## src/cmp_pkg.sv

```systemverilog
// Register map, field layout and timing constants for the comparator control block
`default_nettype none
package cmp_pkg;
  localparam int unsigned        NUM_CMP         = 2;
  // Register indices as printed; byte address is four times the index
  localparam logic [7:0]         CMP_A_CTRL_IDX  = 8'h9e;
  localparam logic [7:0]         CMP_B_CTRL_IDX  = 8'h9f;
  localparam logic [7:0]         IRQ_STAT_IDX    = 8'ha0;
  localparam logic [7:0]         IRQ_MASK_IDX    = 8'ha1;
  localparam logic [9:0]         CMP_A_CTRL_ADDR = 10'h278;
  localparam logic [9:0]         CMP_B_CTRL_ADDR = 10'h27c;
  localparam logic [9:0]         IRQ_STAT_ADDR   = 10'h280;
  localparam logic [9:0]         IRQ_MASK_ADDR   = 10'h284;
  localparam logic [7:0]         CTRL_RESET      = 8'h00;
  localparam logic [3:0]         IRQ_RESET       = 4'h0;
  localparam int unsigned        ON_BIT          = 7;
  localparam int unsigned        RESULT_BIT      = 6;
  localparam int unsigned        RISE_BIT        = 5;
  localparam int unsigned        FALL_BIT        = 4;
  localparam int unsigned        POS_HYST_LSB    = 2;
  localparam int unsigned        NEG_HYST_LSB    = 0;
  localparam logic [31:0]        UNMAPPED_DATA   = 32'h0000_0000;
  localparam int unsigned        SETTLE_US       = 20;
  localparam int unsigned        CLK_MHZ         = 125;
  localparam int unsigned        SETTLE_CYCLES   = SETTLE_US * CLK_MHZ;
  typedef enum logic [1:0] {
    BUS_IDLE = 2'b01,
    BUS_ACK  = 2'b10
  } bus_state_t;
endpackage
`default_nettype wire

```

## src/cmp_channel.sv

```systemverilog
// One comparator channel: input synchroniser, enable gating and sticky edge flags
`default_nettype none
module cmp_channel
  import cmp_pkg::*;
(
  input  wire logic       mclk_i,
  input  wire logic       rst_n_i,
  input  wire logic       ce_i,
  input  wire logic       on_i,
  input  wire logic       raw_i,
  input  wire logic       clr_rise_i,
  input  wire logic       clr_fall_i,
  output logic            result_o,
  output logic            rise_flag_o,
  output logic            fall_flag_o
);
  logic       sync1;
  logic       sync2;
  logic       sync3;
  logic       seen;
  wire        agreed  = (sync2 == sync3);
  wire        rise_ev = on_i & agreed & sync3 & ~seen;
  wire        fall_ev = on_i & agreed & ~sync3 & seen;

  always_ff @(posedge mclk_i or negedge rst_n_i) begin
    if (!rst_n_i) begin
      sync1 <= 1'b0;
      sync2 <= 1'b0;
      sync3 <= 1'b0;
    end else if (ce_i) begin
      sync1 <= raw_i;
      sync2 <= sync1;
      sync3 <= sync2;
    end
  end

  // Disabled channels read low, so enabling into a high input counts as a rise
  always_ff @(posedge mclk_i or negedge rst_n_i) begin
    if (!rst_n_i) begin
      seen <= 1'b0;
    end else if (ce_i) begin
      if (!on_i) begin
        seen <= 1'b0;
      end else if (agreed) begin
        seen <= sync3;
      end
    end
  end

  // Set wins over a clear in the same cycle
  always_ff @(posedge mclk_i or negedge rst_n_i) begin
    if (!rst_n_i) begin
      rise_flag_o <= 1'b0;
      fall_flag_o <= 1'b0;
    end else if (ce_i) begin
      rise_flag_o <= rise_ev | (rise_flag_o & ~clr_rise_i);
      fall_flag_o <= fall_ev | (fall_flag_o & ~clr_fall_i);
    end
  end

  assign result_o = seen;
endmodule
`default_nettype wire

```

## src/cmp_ctrl.sv

```systemverilog
// Avalon-MM register block for two comparators with edge flags and interrupt
`default_nettype none
// What this block does
// - Control bit 7 powers each comparator on when 1 and shuts it down when 0.
// - Bit 6 reads the synchronised comparator result, 1 when plus exceeds minus.
// - Bit 5 is set by a rising output edge and stays until software clears it.
// - Bit 4 is set by a falling output edge and stays until software clears it.
// - Bits 3 to 2 select positive hysteresis, driven to the analog core.
// - Bits 1 to 0 select negative hysteresis with the same coding.
// - The first comparator register sits at index 0x9e and resets to zero.
// - The second comparator register sits at index 0x9f and resets to zero.
// - A disabled comparator holds its port output low and detects no edges.
// - Edge flags clear only by a software write of 0, never by hardware.
// - Only the first comparator drives the reset-source output.
module cmp_ctrl
  import cmp_pkg::*;
(
  input  wire logic        mclk_i,
  input  wire logic        rst_n_i,
  input  wire logic        ce_i,
  input  wire logic [9:0]  avs_address_i,
  input  wire logic        avs_read_i,
  input  wire logic        avs_write_i,
  input  wire logic [31:0] avs_writedata_i,
  input  wire logic [3:0]  avs_byteenable_i,
  output logic [31:0]      avs_readdata_o,
  output logic             avs_waitrequest_o,
  input  wire logic        cmp_a_raw_i,
  input  wire logic        cmp_b_raw_i,
  output logic             cmp_a_on_o,
  output logic             cmp_b_on_o,
  output logic [1:0]       cmp_a_pos_hyst_o,
  output logic [1:0]       cmp_a_neg_hyst_o,
  output logic [1:0]       cmp_b_pos_hyst_o,
  output logic [1:0]       cmp_b_neg_hyst_o,
  output logic             cmp_a_port_o,
  output logic             cmp_b_port_o,
  output logic             cmp_a_reset_src_o,
  output logic [1:0]       cmp_irq_o,
  output logic             irq_o
);
  bus_state_t  state;
  bus_state_t  next_state;
  logic [5:0]  cfg [NUM_CMP];
  logic [3:0]  irq_stat;
  logic [3:0]  irq_mask;
  logic [31:0] rdata;
  logic [NUM_CMP-1:0] on;
  logic [NUM_CMP-1:0] result;
  logic [NUM_CMP-1:0] rise;
  logic [NUM_CMP-1:0] fall;
  logic [NUM_CMP-1:0] rise_d;
  logic [NUM_CMP-1:0] fall_d;
  logic [NUM_CMP-1:0] raw;
  logic [7:0]  ctrl_view [NUM_CMP];

  // Every access takes one wait cycle, then completes in BUS_ACK
  wire         req       = avs_read_i | avs_write_i;
  wire         done      = (state == BUS_ACK);
  wire         wr_lane0  = avs_write_i & done & avs_byteenable_i[0];
  wire         hit_a     = (avs_address_i == CMP_A_CTRL_ADDR);
  wire         hit_b     = (avs_address_i == CMP_B_CTRL_ADDR);
  wire         hit_stat  = (avs_address_i == IRQ_STAT_ADDR);
  wire         hit_mask  = (avs_address_i == IRQ_MASK_ADDR);
  wire [1:0]   hit_ctrl  = {hit_b, hit_a};
  wire [7:0]   wbyte     = avs_writedata_i[7:0];
  wire [3:0]   new_ev    = {fall & ~fall_d, rise & ~rise_d};

  assign raw = {cmp_b_raw_i, cmp_a_raw_i};

  always_comb begin
    next_state = state;
    case (state)
      BUS_IDLE: begin
        if (req) begin
          next_state = BUS_ACK;
        end
      end
      BUS_ACK: begin
        next_state = BUS_IDLE;
      end
      default: begin
        next_state = BUS_IDLE;
      end
    endcase
  end

  always_ff @(posedge mclk_i or negedge rst_n_i) begin
    if (!rst_n_i) begin
      state <= BUS_IDLE;
    end else if (ce_i) begin
      state <= next_state;
    end
  end

  assign avs_waitrequest_o = ~done;

  genvar g;
  generate
    for (g = 0; g < NUM_CMP; g++) begin : gen_ch
      wire wr_ctrl = wr_lane0 & hit_ctrl[g];

      always_ff @(posedge mclk_i or negedge rst_n_i) begin
        if (!rst_n_i) begin
          cfg[g] <= CTRL_RESET[5:0];
        end else if (ce_i && wr_ctrl) begin
          cfg[g] <= {wbyte[ON_BIT], wbyte[POS_HYST_LSB+1 -: 2], wbyte[NEG_HYST_LSB+1 -: 2], 1'b0};
        end
      end

      assign on[g] = cfg[g][5];

      cmp_channel u_ch (
        .mclk_i      (mclk_i),
        .rst_n_i     (rst_n_i),
        .ce_i        (ce_i),
        .on_i        (on[g]),
        .raw_i       (raw[g]),
        .clr_rise_i  (wr_ctrl & ~wbyte[RISE_BIT]),
        .clr_fall_i  (wr_ctrl & ~wbyte[FALL_BIT]),
        .result_o    (result[g]),
        .rise_flag_o (rise[g]),
        .fall_flag_o (fall[g])
      );

      assign ctrl_view[g] = {on[g], result[g], rise[g], fall[g], cfg[g][4:1]};
      assign cmp_irq_o[g] = rise[g] | fall[g];
    end
  endgenerate

  assign cmp_a_on_o        = on[0];
  assign cmp_b_on_o        = on[1];
  assign cmp_a_pos_hyst_o  = cfg[0][4:3];
  assign cmp_a_neg_hyst_o  = cfg[0][2:1];
  assign cmp_b_pos_hyst_o  = cfg[1][4:3];
  assign cmp_b_neg_hyst_o  = cfg[1][2:1];
  assign cmp_a_port_o      = result[0] & on[0];
  assign cmp_b_port_o      = result[1] & on[1];
  assign cmp_a_reset_src_o = cmp_a_port_o;

  // Status bits 0..1 are rise events, 2..3 fall events, per comparator
  always_ff @(posedge mclk_i or negedge rst_n_i) begin
    if (!rst_n_i) begin
      rise_d <= '0;
      fall_d <= '0;
    end else if (ce_i) begin
      rise_d <= rise;
      fall_d <= fall;
    end
  end

  always_ff @(posedge mclk_i or negedge rst_n_i) begin
    if (!rst_n_i) begin
      irq_stat <= IRQ_RESET;
    end else if (ce_i) begin
      irq_stat <= new_ev | (irq_stat & ~((wr_lane0 & hit_stat) ? wbyte[3:0] : 4'h0));
    end
  end

  always_ff @(posedge mclk_i or negedge rst_n_i) begin
    if (!rst_n_i) begin
      irq_mask <= IRQ_RESET;
    end else if (ce_i && wr_lane0 && hit_mask) begin
      irq_mask <= wbyte[3:0];
    end
  end

  assign irq_o = |(irq_stat & irq_mask);

  // Unmapped reads return zero; writes there are dropped
  always_comb begin
    rdata = UNMAPPED_DATA;
    if (hit_a) begin
      rdata = {24'h00_0000, ctrl_view[0]};
    end else if (hit_b) begin
      rdata = {24'h00_0000, ctrl_view[1]};
    end else if (hit_stat) begin
      rdata = {28'h000_0000, irq_stat};
    end else if (hit_mask) begin
      rdata = {28'h000_0000, irq_mask};
    end
  end

  always_ff @(posedge mclk_i or negedge rst_n_i) begin
    if (!rst_n_i) begin
      avs_readdata_o <= UNMAPPED_DATA;
    end else if (ce_i && state == BUS_IDLE && avs_read_i) begin
      avs_readdata_o <= rdata;
    end
  end
endmodule
`default_nettype wire

```

## config.mk

```make
export PLATFORM = sky130hd
export DESIGN_NAME = cmp_ctrl
export DESIGN_NICKNAME = d
export VERILOG_FILES = /design/src/cmp_pkg.sv /design/src/cmp_channel.sv /design/src/cmp_ctrl.sv
export SDC_FILE = /design/constraint.sdc
export NUM_CORES = 1
export LEC_CHECK = 0
export BUFFER_PORTS_ARGS = -buffer_cell sky130_fd_sc_hd__buf_2
export CAP_MARGIN = 20
export CORE_ASPECT_RATIO = 1.1
export CORE_MARGIN = 10
export CORE_UTILIZATION = 45
export CTS_BUF_LIST = sky130_fd_sc_hd__clkbuf_4 sky130_fd_sc_hd__clkbuf_8 sky130_fd_sc_hd__clkbuf_16
export DETAILED_ROUTE_END_ITERATION = 10
export GPL_ROUTABILITY_DRIVEN = 1
export PLACE_DENSITY = 0.88
export SETUP_SLACK_MARGIN = 0.02
export SLEW_MARGIN = 10
export SYNTH_ARGS = -nofsm -noshare
export SYNTH_HDL_FRONTEND = slang
export SYNTH_SLANG_ARGS = --single-unit
```

## constraint.sdc

```tcl
create_clock -name mclk_i -period 2.61 [get_ports mclk_i]
set_input_delay 0.1305 -clock mclk_i [delete_from_list [all_inputs] [get_ports mclk_i]]
set_output_delay 0.1305 -clock mclk_i [all_outputs]
set_load 0.02 [all_outputs]
```

=== After elaboration in Yosys (flattened, before gate mapping) ===
Index checks and enable logic that the tools add are counted.

* Register bits after elaboration: 68
* Bits in latches: 0
* Memory bits (writable): 0
* Bits in read-only memories: 0
* Bits of input ports: 53
* Output and inout port bits: 49
* Memories: 0

* Add/subtract/negate cells: 0
* Multipliers: 0
* Div/mod/pow operators: 0
* Magnitude comparators: 0
* Equal/unequal tests: 11
* Shifts and indexed selects: 0
* Mux-type cells: 11
* Bitwise gates (word level): 51
* Reductions and logical operators: 10

{| class="wikitable"
|+ Operator list
! cell !! count
|-
| $eq A10 B10 Y1 const B || 4
|-
| $and A1 B1 Y1 || 25
|-
| $mux W8 || 2
|-
| $mux W4 || 3
|-
| $not A1 Y1 || 11
|-
| $and A4 B4 Y4 || 2
|-
| $or A1 B1 Y1 || 7
|-
| $logic_and A1 B1 Y1 || 6
|-
| $reduce_and A2 Y1 || 3
|-
| $and A2 B2 Y2 || 2
|-
| $mux W1 || 4
|-
| $mux W2 || 2
|-
| $ne A2 B1 Y1 const B || 2
|-
| $not A2 Y2 || 2
|-
| $not A4 Y4 || 1
|-
| $or A4 B4 Y4 || 1
|-
| $reduce_or A4 Y1 || 1
|-
| $eq A1 B1 Y1 || 2
|-
| $eq A2 B1 Y1 const B || 1
|-
| $eq A2 B2 Y1 const B || 1
|-
| $ne A2 B2 Y1 const B || 1
|}

=== Longest topological paths before layout ===
Gate-level depths: netlist of the first run.

* Word-level depth: 8
* Mapped depth: 6
* Gate-level depth less buffers: 4

=== Cells and area by module ===
From an unflattened synthesis of the first run, not the netlist that was laid out.

* Cell total of the unflattened synthesis: 226
* Area total of the unflattened synthesis: 2526.2 µm²

{| class="wikitable"
|+ Modules (own cells, without submodules)
! module !! times used !! cells each !! area an instance (µm²)
|-
| cmp_ctrl || 1 || 188 || 1965.6
|-
| cmp_channel || 2 || 19 || 280.3
|}

=== Worst setup path after synthesis of the first run ===
OpenSTA, ideal clock, no wires.

* Path kind: register -> register
* Start point: register state[0]
* End point: register cfg (netlist bit cmp_a_neg_hyst_o[0])
* Library setup time: 0.125 ns
* Data arrival time: 1.424 ns
* Data required time: 2.485 ns
* Slack: 1.061 ns
* Cell stages (with the launch flop): 6
* Path buffers: 1
* Cells stage by stage: dfstp_2 and4b_1 nand2_1 or3_1 buf_6 mux2_4

* Cells in the longest elaborated chain, start to end: 5

{| class="wikitable"
|+ RTL lines
! element !! RTL line !! source
|-
| start, declared || cmp_ctrl.sv:42 || <nowiki>bus_state_t state;</nowiki>
|-
| start signal, assigned || cmp_ctrl.sv:92 || <nowiki>state <= next_state;</nowiki>
|-
| $eq A2 B2 Y1 || cmp_ctrl.sv:59 || <nowiki>wire done = (state == BUS_ACK);</nowiki>
|-
| $and A1 B1 Y1 (2 in a row) || cmp_ctrl.sv:60 || <nowiki>wire wr_lane0 = avs_write_i & done & avs_byteenable_i[0];</nowiki>
|-
| $and A1 B1 Y1 || cmp_ctrl.sv:101 || <nowiki>wire wr_ctrl = wr_lane0 & hit_ctrl[g];</nowiki>
|-
| $logic_and A1 B1 Y1 || cmp_ctrl.sv:106 || <nowiki>end else if (ce_i && wr_ctrl) begin</nowiki>
|-
| end signal, assigned by index || cmp_ctrl.sv:105 || <nowiki>cfg[g] <= CTRL_RESET[5:0];</nowiki>
|-
| end signal, assigned by index || cmp_ctrl.sv:107 || <nowiki>cfg[g] <= {wbyte[ON_BIT], wbyte[POS_HYST_LSB+1 -: 2], wbyte[NEG_HYST_LSB+1 -: 2], 1'b0};</nowiki>
|-
| end, declared || cmp_ctrl.sv:44 || <nowiki>logic [5:0] cfg [NUM_CMP];</nowiki>
|}

Every way passes these cells.
A chain may end at the register's enable or synchronous reset.

=== Worst setup path after layout of the first run ===
* Start point: register state[0]
* End point: register cfg (netlist bit cmp_b_pos_hyst_o[1])

Same word-level chain as after synthesis.

==> results of run 1 <==
==> logic make-up after synthesis <==
| logic type | share of synthesized area |
|---|---|
| muxes | 0.154 |
| AOI/OAI and AO/OA | 0.117 |
| buffers and inverters | 0.107 |
| and+or+nand+nor | 0.137 |
| DFF | 0.484 |
| other | 0.00165 |
==> where the power goes <==
part           switching (uW)  total, uW  internal (uW)
Sequential               37.1        774            737
Clock                     235        461            226
Combinational             167        260           93.4
Total                     439       1490           1060
==> cells in the mapped netlist <==
| cell type | n | area, um^2 |
|---|---|---|
| a21o_2 | 1 | 8.76 |
| a21oi_1 | 3 | 15.0 |
| a22o_1 | 2 | 17.5 |
| a22oi_1 | 2 | 15.0 |
| a31oi_1 | 3 | 18.8 |
| and2_1 | 3 | 18.8 |
| and3_1 | 1 | 6.26 |
| and3_2 | 1 | 7.51 |
| and4_1 | 1 | 8.76 |
| and4b_1 | 2 | 20.0 |
| buf_1 | 1 | 3.75 |
| buf_4 | 25 | 188 |
| buf_6 | 1 | 11.3 |
| clkbuf_1 | 5 | 18.8 |
| conb_1 | 1 | 3.75 |
| dfrtp_1 | 43 | 1080 |
| dfstp_2 | 1 | 26.3 |
| inv_1 | 6 | 22.5 |
| mux2_2 | 20 | 225 |
| mux2_4 | 5 | 75.1 |
| mux2i_1 | 5 | 50.1 |
| nand2_1 | 16 | 60.1 |
| nand2b_1 | 1 | 6.26 |
| nand3_1 | 6 | 30.0 |
| nand3_4 | 1 | 17.5 |
| nand4_1 | 4 | 25.0 |
| nor2_1 | 5 | 18.8 |
| nor2b_1 | 3 | 18.8 |
| nor3_1 | 1 | 5.00 |
| nor3b_1 | 1 | 7.51 |
| nor4b_1 | 1 | 8.76 |
| nor4b_4 | 1 | 23.8 |
| nor4bb_1 | 1 | 10.0 |
| o2111ai_1 | 1 | 8.76 |
| o21a_1 | 1 | 7.51 |
| o21ai_0 | 13 | 65.1 |
| o221a_2 | 1 | 11.3 |
| o221ai_1 | 1 | 8.76 |
| o22ai_1 | 3 | 18.8 |
| o2bb2ai_1 | 2 | 17.5 |
| o31ai_1 | 6 | 45.0 |
| o41ai_1 | 1 | 8.76 |
| or2_2 | 2 | 12.5 |
| or3_1 | 1 | 6.26 |
==> path summary, 6_finish.rpt <==
check	from	end	cells past startpoint
max in group asynchronous	rst_n_i	fall_d[1]	1
max reg2reg	state[0]	cmp_b_pos_hyst_o[1]	4
min	rst_n_i	avs_readdata_o[4]	1
min in group mclk_i	cmp_b_raw_i	gen_ch[1].u_ch.sync1	2
min reg2reg	rise_d[0]	irq_stat[0]	1
max	state[0]	cmp_b_pos_hyst_o[1]	4
==> worst register-to-register path, cell delays in order (launching register included) <==
cell and delay (ns):
dfstp_2 0.40, and4b_1 0.30, nand3_1 0.17, nor2_1 0.45
mux2_2 0.39
==> routing by layer <==
| layer | vias up | global-route usage | routed length (um) |
|---|---|---|---|
| met3 | 13 | 0.0577 | 622 |
| li1 | 782 | - | - |
| met1 | 805 | 0.132 | 2000 |
| met2 | 65 | 0.215 | 2570 |
| met5 | - | 0 | 0 |
| met4 | 0 | 0.0572 | 129 |
==> area by class of cell <==
class / instances / area share
clock buffers: 7 / 0.0352
clock inverters: 1 / 0.00293
multi-input cells: 146 / 0.398
inverters: 6 / 0.00880
flip-flops and latches: 44 / 0.431
well taps: 58 / 0.0284
repair buffers: 49 / 0.0958
==> stage by stage <==
stage	cells	setup slack [ns]
6_report	311	0.782
4_1_cts	311	0.786
3_3_place_gp	303	0.752
5_1_grt	311	0.659
2_1_floorplan	228	1.06
3_5_place_dp	303	0.687
==> reports/metrics.yaml, run 1 <==
clock_latency_ns: 0.30
die_w_um: 87.8
dp_hpwl_um: 4120
clock_path_buffers: 2
antenna_left: 0
cts_sinks: 44
endpoint_kind: "flip-flop"
crit_buf_inv: 0
critPathSlowestCell: "nor2_1"
cts_tree: "done"
p_total_uw: 1490
tightestPinTransition_ns: 0.978
fill_cells: 448
viasPerCell: 5.35
dr.first_iter.drc_count: 122
first_pass_iters: 4
hold_buffers: 0
initial_core_util: 0.459
startpoint_type: "flip-flop"
diodes: 0
ios: 102
irDropWorstVdd_uv: 196
wl_per_cell_um: 17.1
largest_reg_flops: 8
fmax_mhz: 547
post-route-min-period_ns: 1.83
p_leak_uw: 0.00128
status: "finished with violations"
routabilityCongestion: 0.850
syn_area_mm2: 0.00228
multi_input_area_mm2: 0.00102
final_cell_mix: "buf_2 (49), dfrtp_1 (43), conb_1 (24)"
rsz0062_at_grt: "no"
fp.coreArea_mm2: 0.00497
syn_area_per_cell_um2: 11.1
grt_pass1_wl_um: 8450
regToRegSetupSlack_ns: 0.78
crit_fanout: 6
h-tree-depth: 2
holdWs_ns: -0.0166
reg.largest.list: "avs_readdata_o (8), irq_mask (4), irq_stat (4)"
drv_cap: 0
placement.io_buffers: 49
worstSetupPathType: "reg2reg"
ys_types: 44
design_area_mm2: 0.00256
num-nets-final: 305
dpl-instance-area_mm2: 0.00246
top_register: "avs_readdata_o"
post_cts.repair.setup_buffers: 0
slowest_delay_ns: 0.45
seq_area_frac_synth: 0.484
drc_errors: 0
p_per_area_mw_per_mm2: 584
grt_overflow: 0
drt-total-wl_um: 5320
crit_family: "simple AND/OR/NAND/NOR gates"
skew_ns: 0.0114
clkSlewWorstSetupHoldPaths_ns: 0.09
yosys_register_bits: 44
synth_cells: 205
post-route-period-util: 0.700
hold_viol: 35
post-route-util: 0.515
die_h_um: 94.6
ys_warn_count: 0
violations: "hold timing"
crit_path_cell_trace: "and4b_1 -> nand3_1 -> nor2_1 -> mux2_2"
regArea_mm2: 0.00110
mostFrequentLayoutCell: "buf_2"
critical_path_arrival_ns: 2.01
antenna_found_initial: 0
grt_pass1_vias: 1748
hp-class: "in2async"
slew_headroom: 0.348
synthToLayoutAreaGrowth_pct: 12.3
setup_tns_ns: 0
required_ns: 2.79
dieArea_mm2: 0.00831
cts_resized: 0
vias: 1665
grt_use_total: 0.127
slew_violations: 0
setup-violations-final: 0
cts-buffers-inserted: 5
num_rows: 27
cts-root-buf: "clkbuf_8"
layout-drive-gt1-share: 0.356
grt_max_degree: 45
No activity file was read; power rests on OpenSTA's default activity.
==> run 2: changes to the inputs <==
Clock period 2.61 ns to 1.82 ns, I/O delays scaled along.
==> run 2 against run 1 <==
The run now ends clean. Sequential power increased by 43%. Die area is the same. Maximum frequency grew 10%. Critical path depth up 1. Hold slack improved by 0.039 ns. Clock skew shrank 0.0013 ns. Register-to-register slack got worse by 0.62 ns. Sequential share of layout area shrank 1.4 points. Count of clock-buffer cells in the layout down 1. Final area rose by 3.5%. Wire length grew 1.0%. Setup slack lost 0.62 ns. Highest routed layer unchanged.
==> reports/metrics.yaml, run 2 (same netlist as run 1, synthesis figures left out) <==
status: "finished, final reports clean"
die_w_um: 87.8  # unchanged
cts-buffers-inserted: 5  # unchanged
grt_max_degree: 45  # unchanged
h-tree-depth: 2  # unchanged
largest_reg_flops: 8  # unchanged
required_ns: 2.00  # -0.79 ns
num_rows: 27  # unchanged
final_cell_mix: "buf_2 (49), dfrtp_1 (43), conb_1 (24)"
multi_input_area_mm2: 0.00102  # +0.49%
post_cts.repair.setup_buffers: 0  # unchanged
grt_overflow: 0  # unchanged
holdWs_ns: 0.0221  # +0.0387 ns
die_h_um: 94.6  # unchanged
grt_pass1_wl_um: 8370  # -0.98%
wl_per_cell_um: 16.8  # -1.8%
grt_use_total: 0.126  # -0.000994
critical_path_arrival_ns: 1.83  # -0.18 ns
hp-class: "in2reg"
worstSetupPathType: "reg2reg"
viasPerCell: 5.36  # +0.11%
post-route-period-util: 0.911  # +0.211
top_register: "avs_readdata_o"
post-route-min-period_ns: 1.66  # -0.169 ns
ios: 102  # unchanged
startpoint_type: "flip-flop"
endpoint_kind: "flip-flop"
synthToLayoutAreaGrowth_pct: 16.2
antenna_left: 0  # unchanged
reg.largest.list: "avs_readdata_o (8), irq_mask (4), irq_stat (4)"
vias: 1715  # +3.0%
crit_fanout: 6  # unchanged
hold_viol: 0  # -100%
dieArea_mm2: 0.00831  # unchanged
clock_latency_ns: 0.29  # about the same
regArea_mm2: 0.00110  # unchanged
design_area_mm2: 0.00265  # +3.5%
fill_cells: 420  # -6.3%
skew_ns: 0.0101  # -0.00129 ns
dpl.cell_count: 311  # +2.6%
antenna_found_initial: 0  # unchanged
slew_headroom: 0.635  # +0.287
cts_sinks: 44  # unchanged
cts-root-buf: "clkbuf_8"
dpl-instance-area_mm2: 0.00252  # +2.4%
tightestPinTransition_ns: 0.547  # -0.431 ns
drt-total-wl_um: 5380  # +1.0%
clkSlewWorstSetupHoldPaths_ns: 0.08  # about the same
mostFrequentLayoutCell: "buf_2"
drc_errors: 0  # unchanged
rsz0062_at_grt: "no"
grt_pass1_vias: 1673  # -4.3%
initial_core_util: 0.459  # unchanged
p_total_uw: 2240  # +50%
first_pass_iters: 4  # unchanged
p_leak_uw: 0.00134  # +4.4%
irDropWorstVdd_uv: 367  # +87%
setup-violations-final: 0  # unchanged
fp.coreArea_mm2: 0.00497  # unchanged
routabilityCongestion: 0.818  # -3.8%
fmax_mhz: 603  # +10%
placement.io_buffers: 49  # unchanged
setup_tns_ns: 0  # unchanged
cts_tree: "done"
final_cells: 320  # +2.9%
dr.first_iter.drc_count: 101  # -17%
clock_path_buffers: 2  # unchanged
slew_violations: 0  # unchanged
layout-drive-gt1-share: 0.378  # +0.0221
dp_hpwl_um: 4280  # +3.9%
p_per_area_mw_per_mm2: 846  # +45%
drv_cap: 0  # unchanged
diodes: 0  # unchanged
num-nets-final: 314  # +3.0%
## run 2: cell types whose count changed in the layout (fill, tap and decap cells not counted)
cell and change:
buf_4 +8, bufinv_16 +1, clkbuf_8 -1, clkinv_2 +1
clkinvlp_4 -1, dlygate4sd3_1 +1, or3_1 -1, or3_4 +1
## run 2: worst max-delay path: stages, from the launching register on
cell and delay (ns):
dfstp_2 0.40, and4b_1 0.30, nand3_1 0.13, nor2_1 0.20, buf_4 0.18, mux2_2 0.33
## run 2: power breakdown
part | total, uW | internal, uW | switching [uW]
logic | 384 | 143 | 241
clock network | 743 | 422 | 321
registers | 1110 | 1060 | 55.5
## run 2: per-stage QoR
step / worst slack, ns / utilization
2_1_floorplan: 0.271 / -
3_3_place_gp: 0.0641 / 0.508
3_5_place_dp: 0.0416 / 0.508
4_1_cts: 0.0491 / 0.532
5_1_grt: 0.0648 / 0.533
6_report: 0.161 / 0.533
## run 2: final timing paths
| path | startpoint | endpoint | slack, ns | depth (start not counted) |
|---|---|---|---|---|
| worst max-delay path | state[0] | cmp_b_pos_hyst_o[1] | 0.16 | 5 |
| worst min-delay path | cmp_b_raw_i | gen_ch[1].u_ch.sync1 | 0.02 | 2 |
| worst max register to register | state[0] | cmp_b_pos_hyst_o[1] | 0.16 | 5 |
| worst min register to register | fall_d[1] | irq_stat[3] | 0.45 | 1 |
| max in group asynchronous | rst_n_i | cmp_b_pos_hyst_o[1] | 1.04 | 3 |
| min in group asynchronous | rst_n_i | avs_readdata_o[2] | 0.40 | 3 |
## run 2: cell type report
class | count | share of cell area
timing repair buffer | 58 | 0.119
multi-input combinational | 146 | 0.387
tap | 58 | 0.0274
sequential | 44 | 0.416
inverter | 6 | 0.00851
clock inverter | 2 | 0.0132
clock buffer | 6 | 0.0288
## run 2: what timing repair did
item                       in CTS  in global routing
hold buffers                    1                  0
setup endpoints to repair       0                  5
hold endpoints to repair       43                  0
resized for setup               0                  1
## run 2: routing by layer
metal  part of all wire  up-vias  global-route usage
li1                   -      809                   -
met1               0.38      822               0.140
met2               0.48       70               0.205
met3               0.11       14              0.0534
met4              0.026        0              0.0572
met5                  0        -                   0
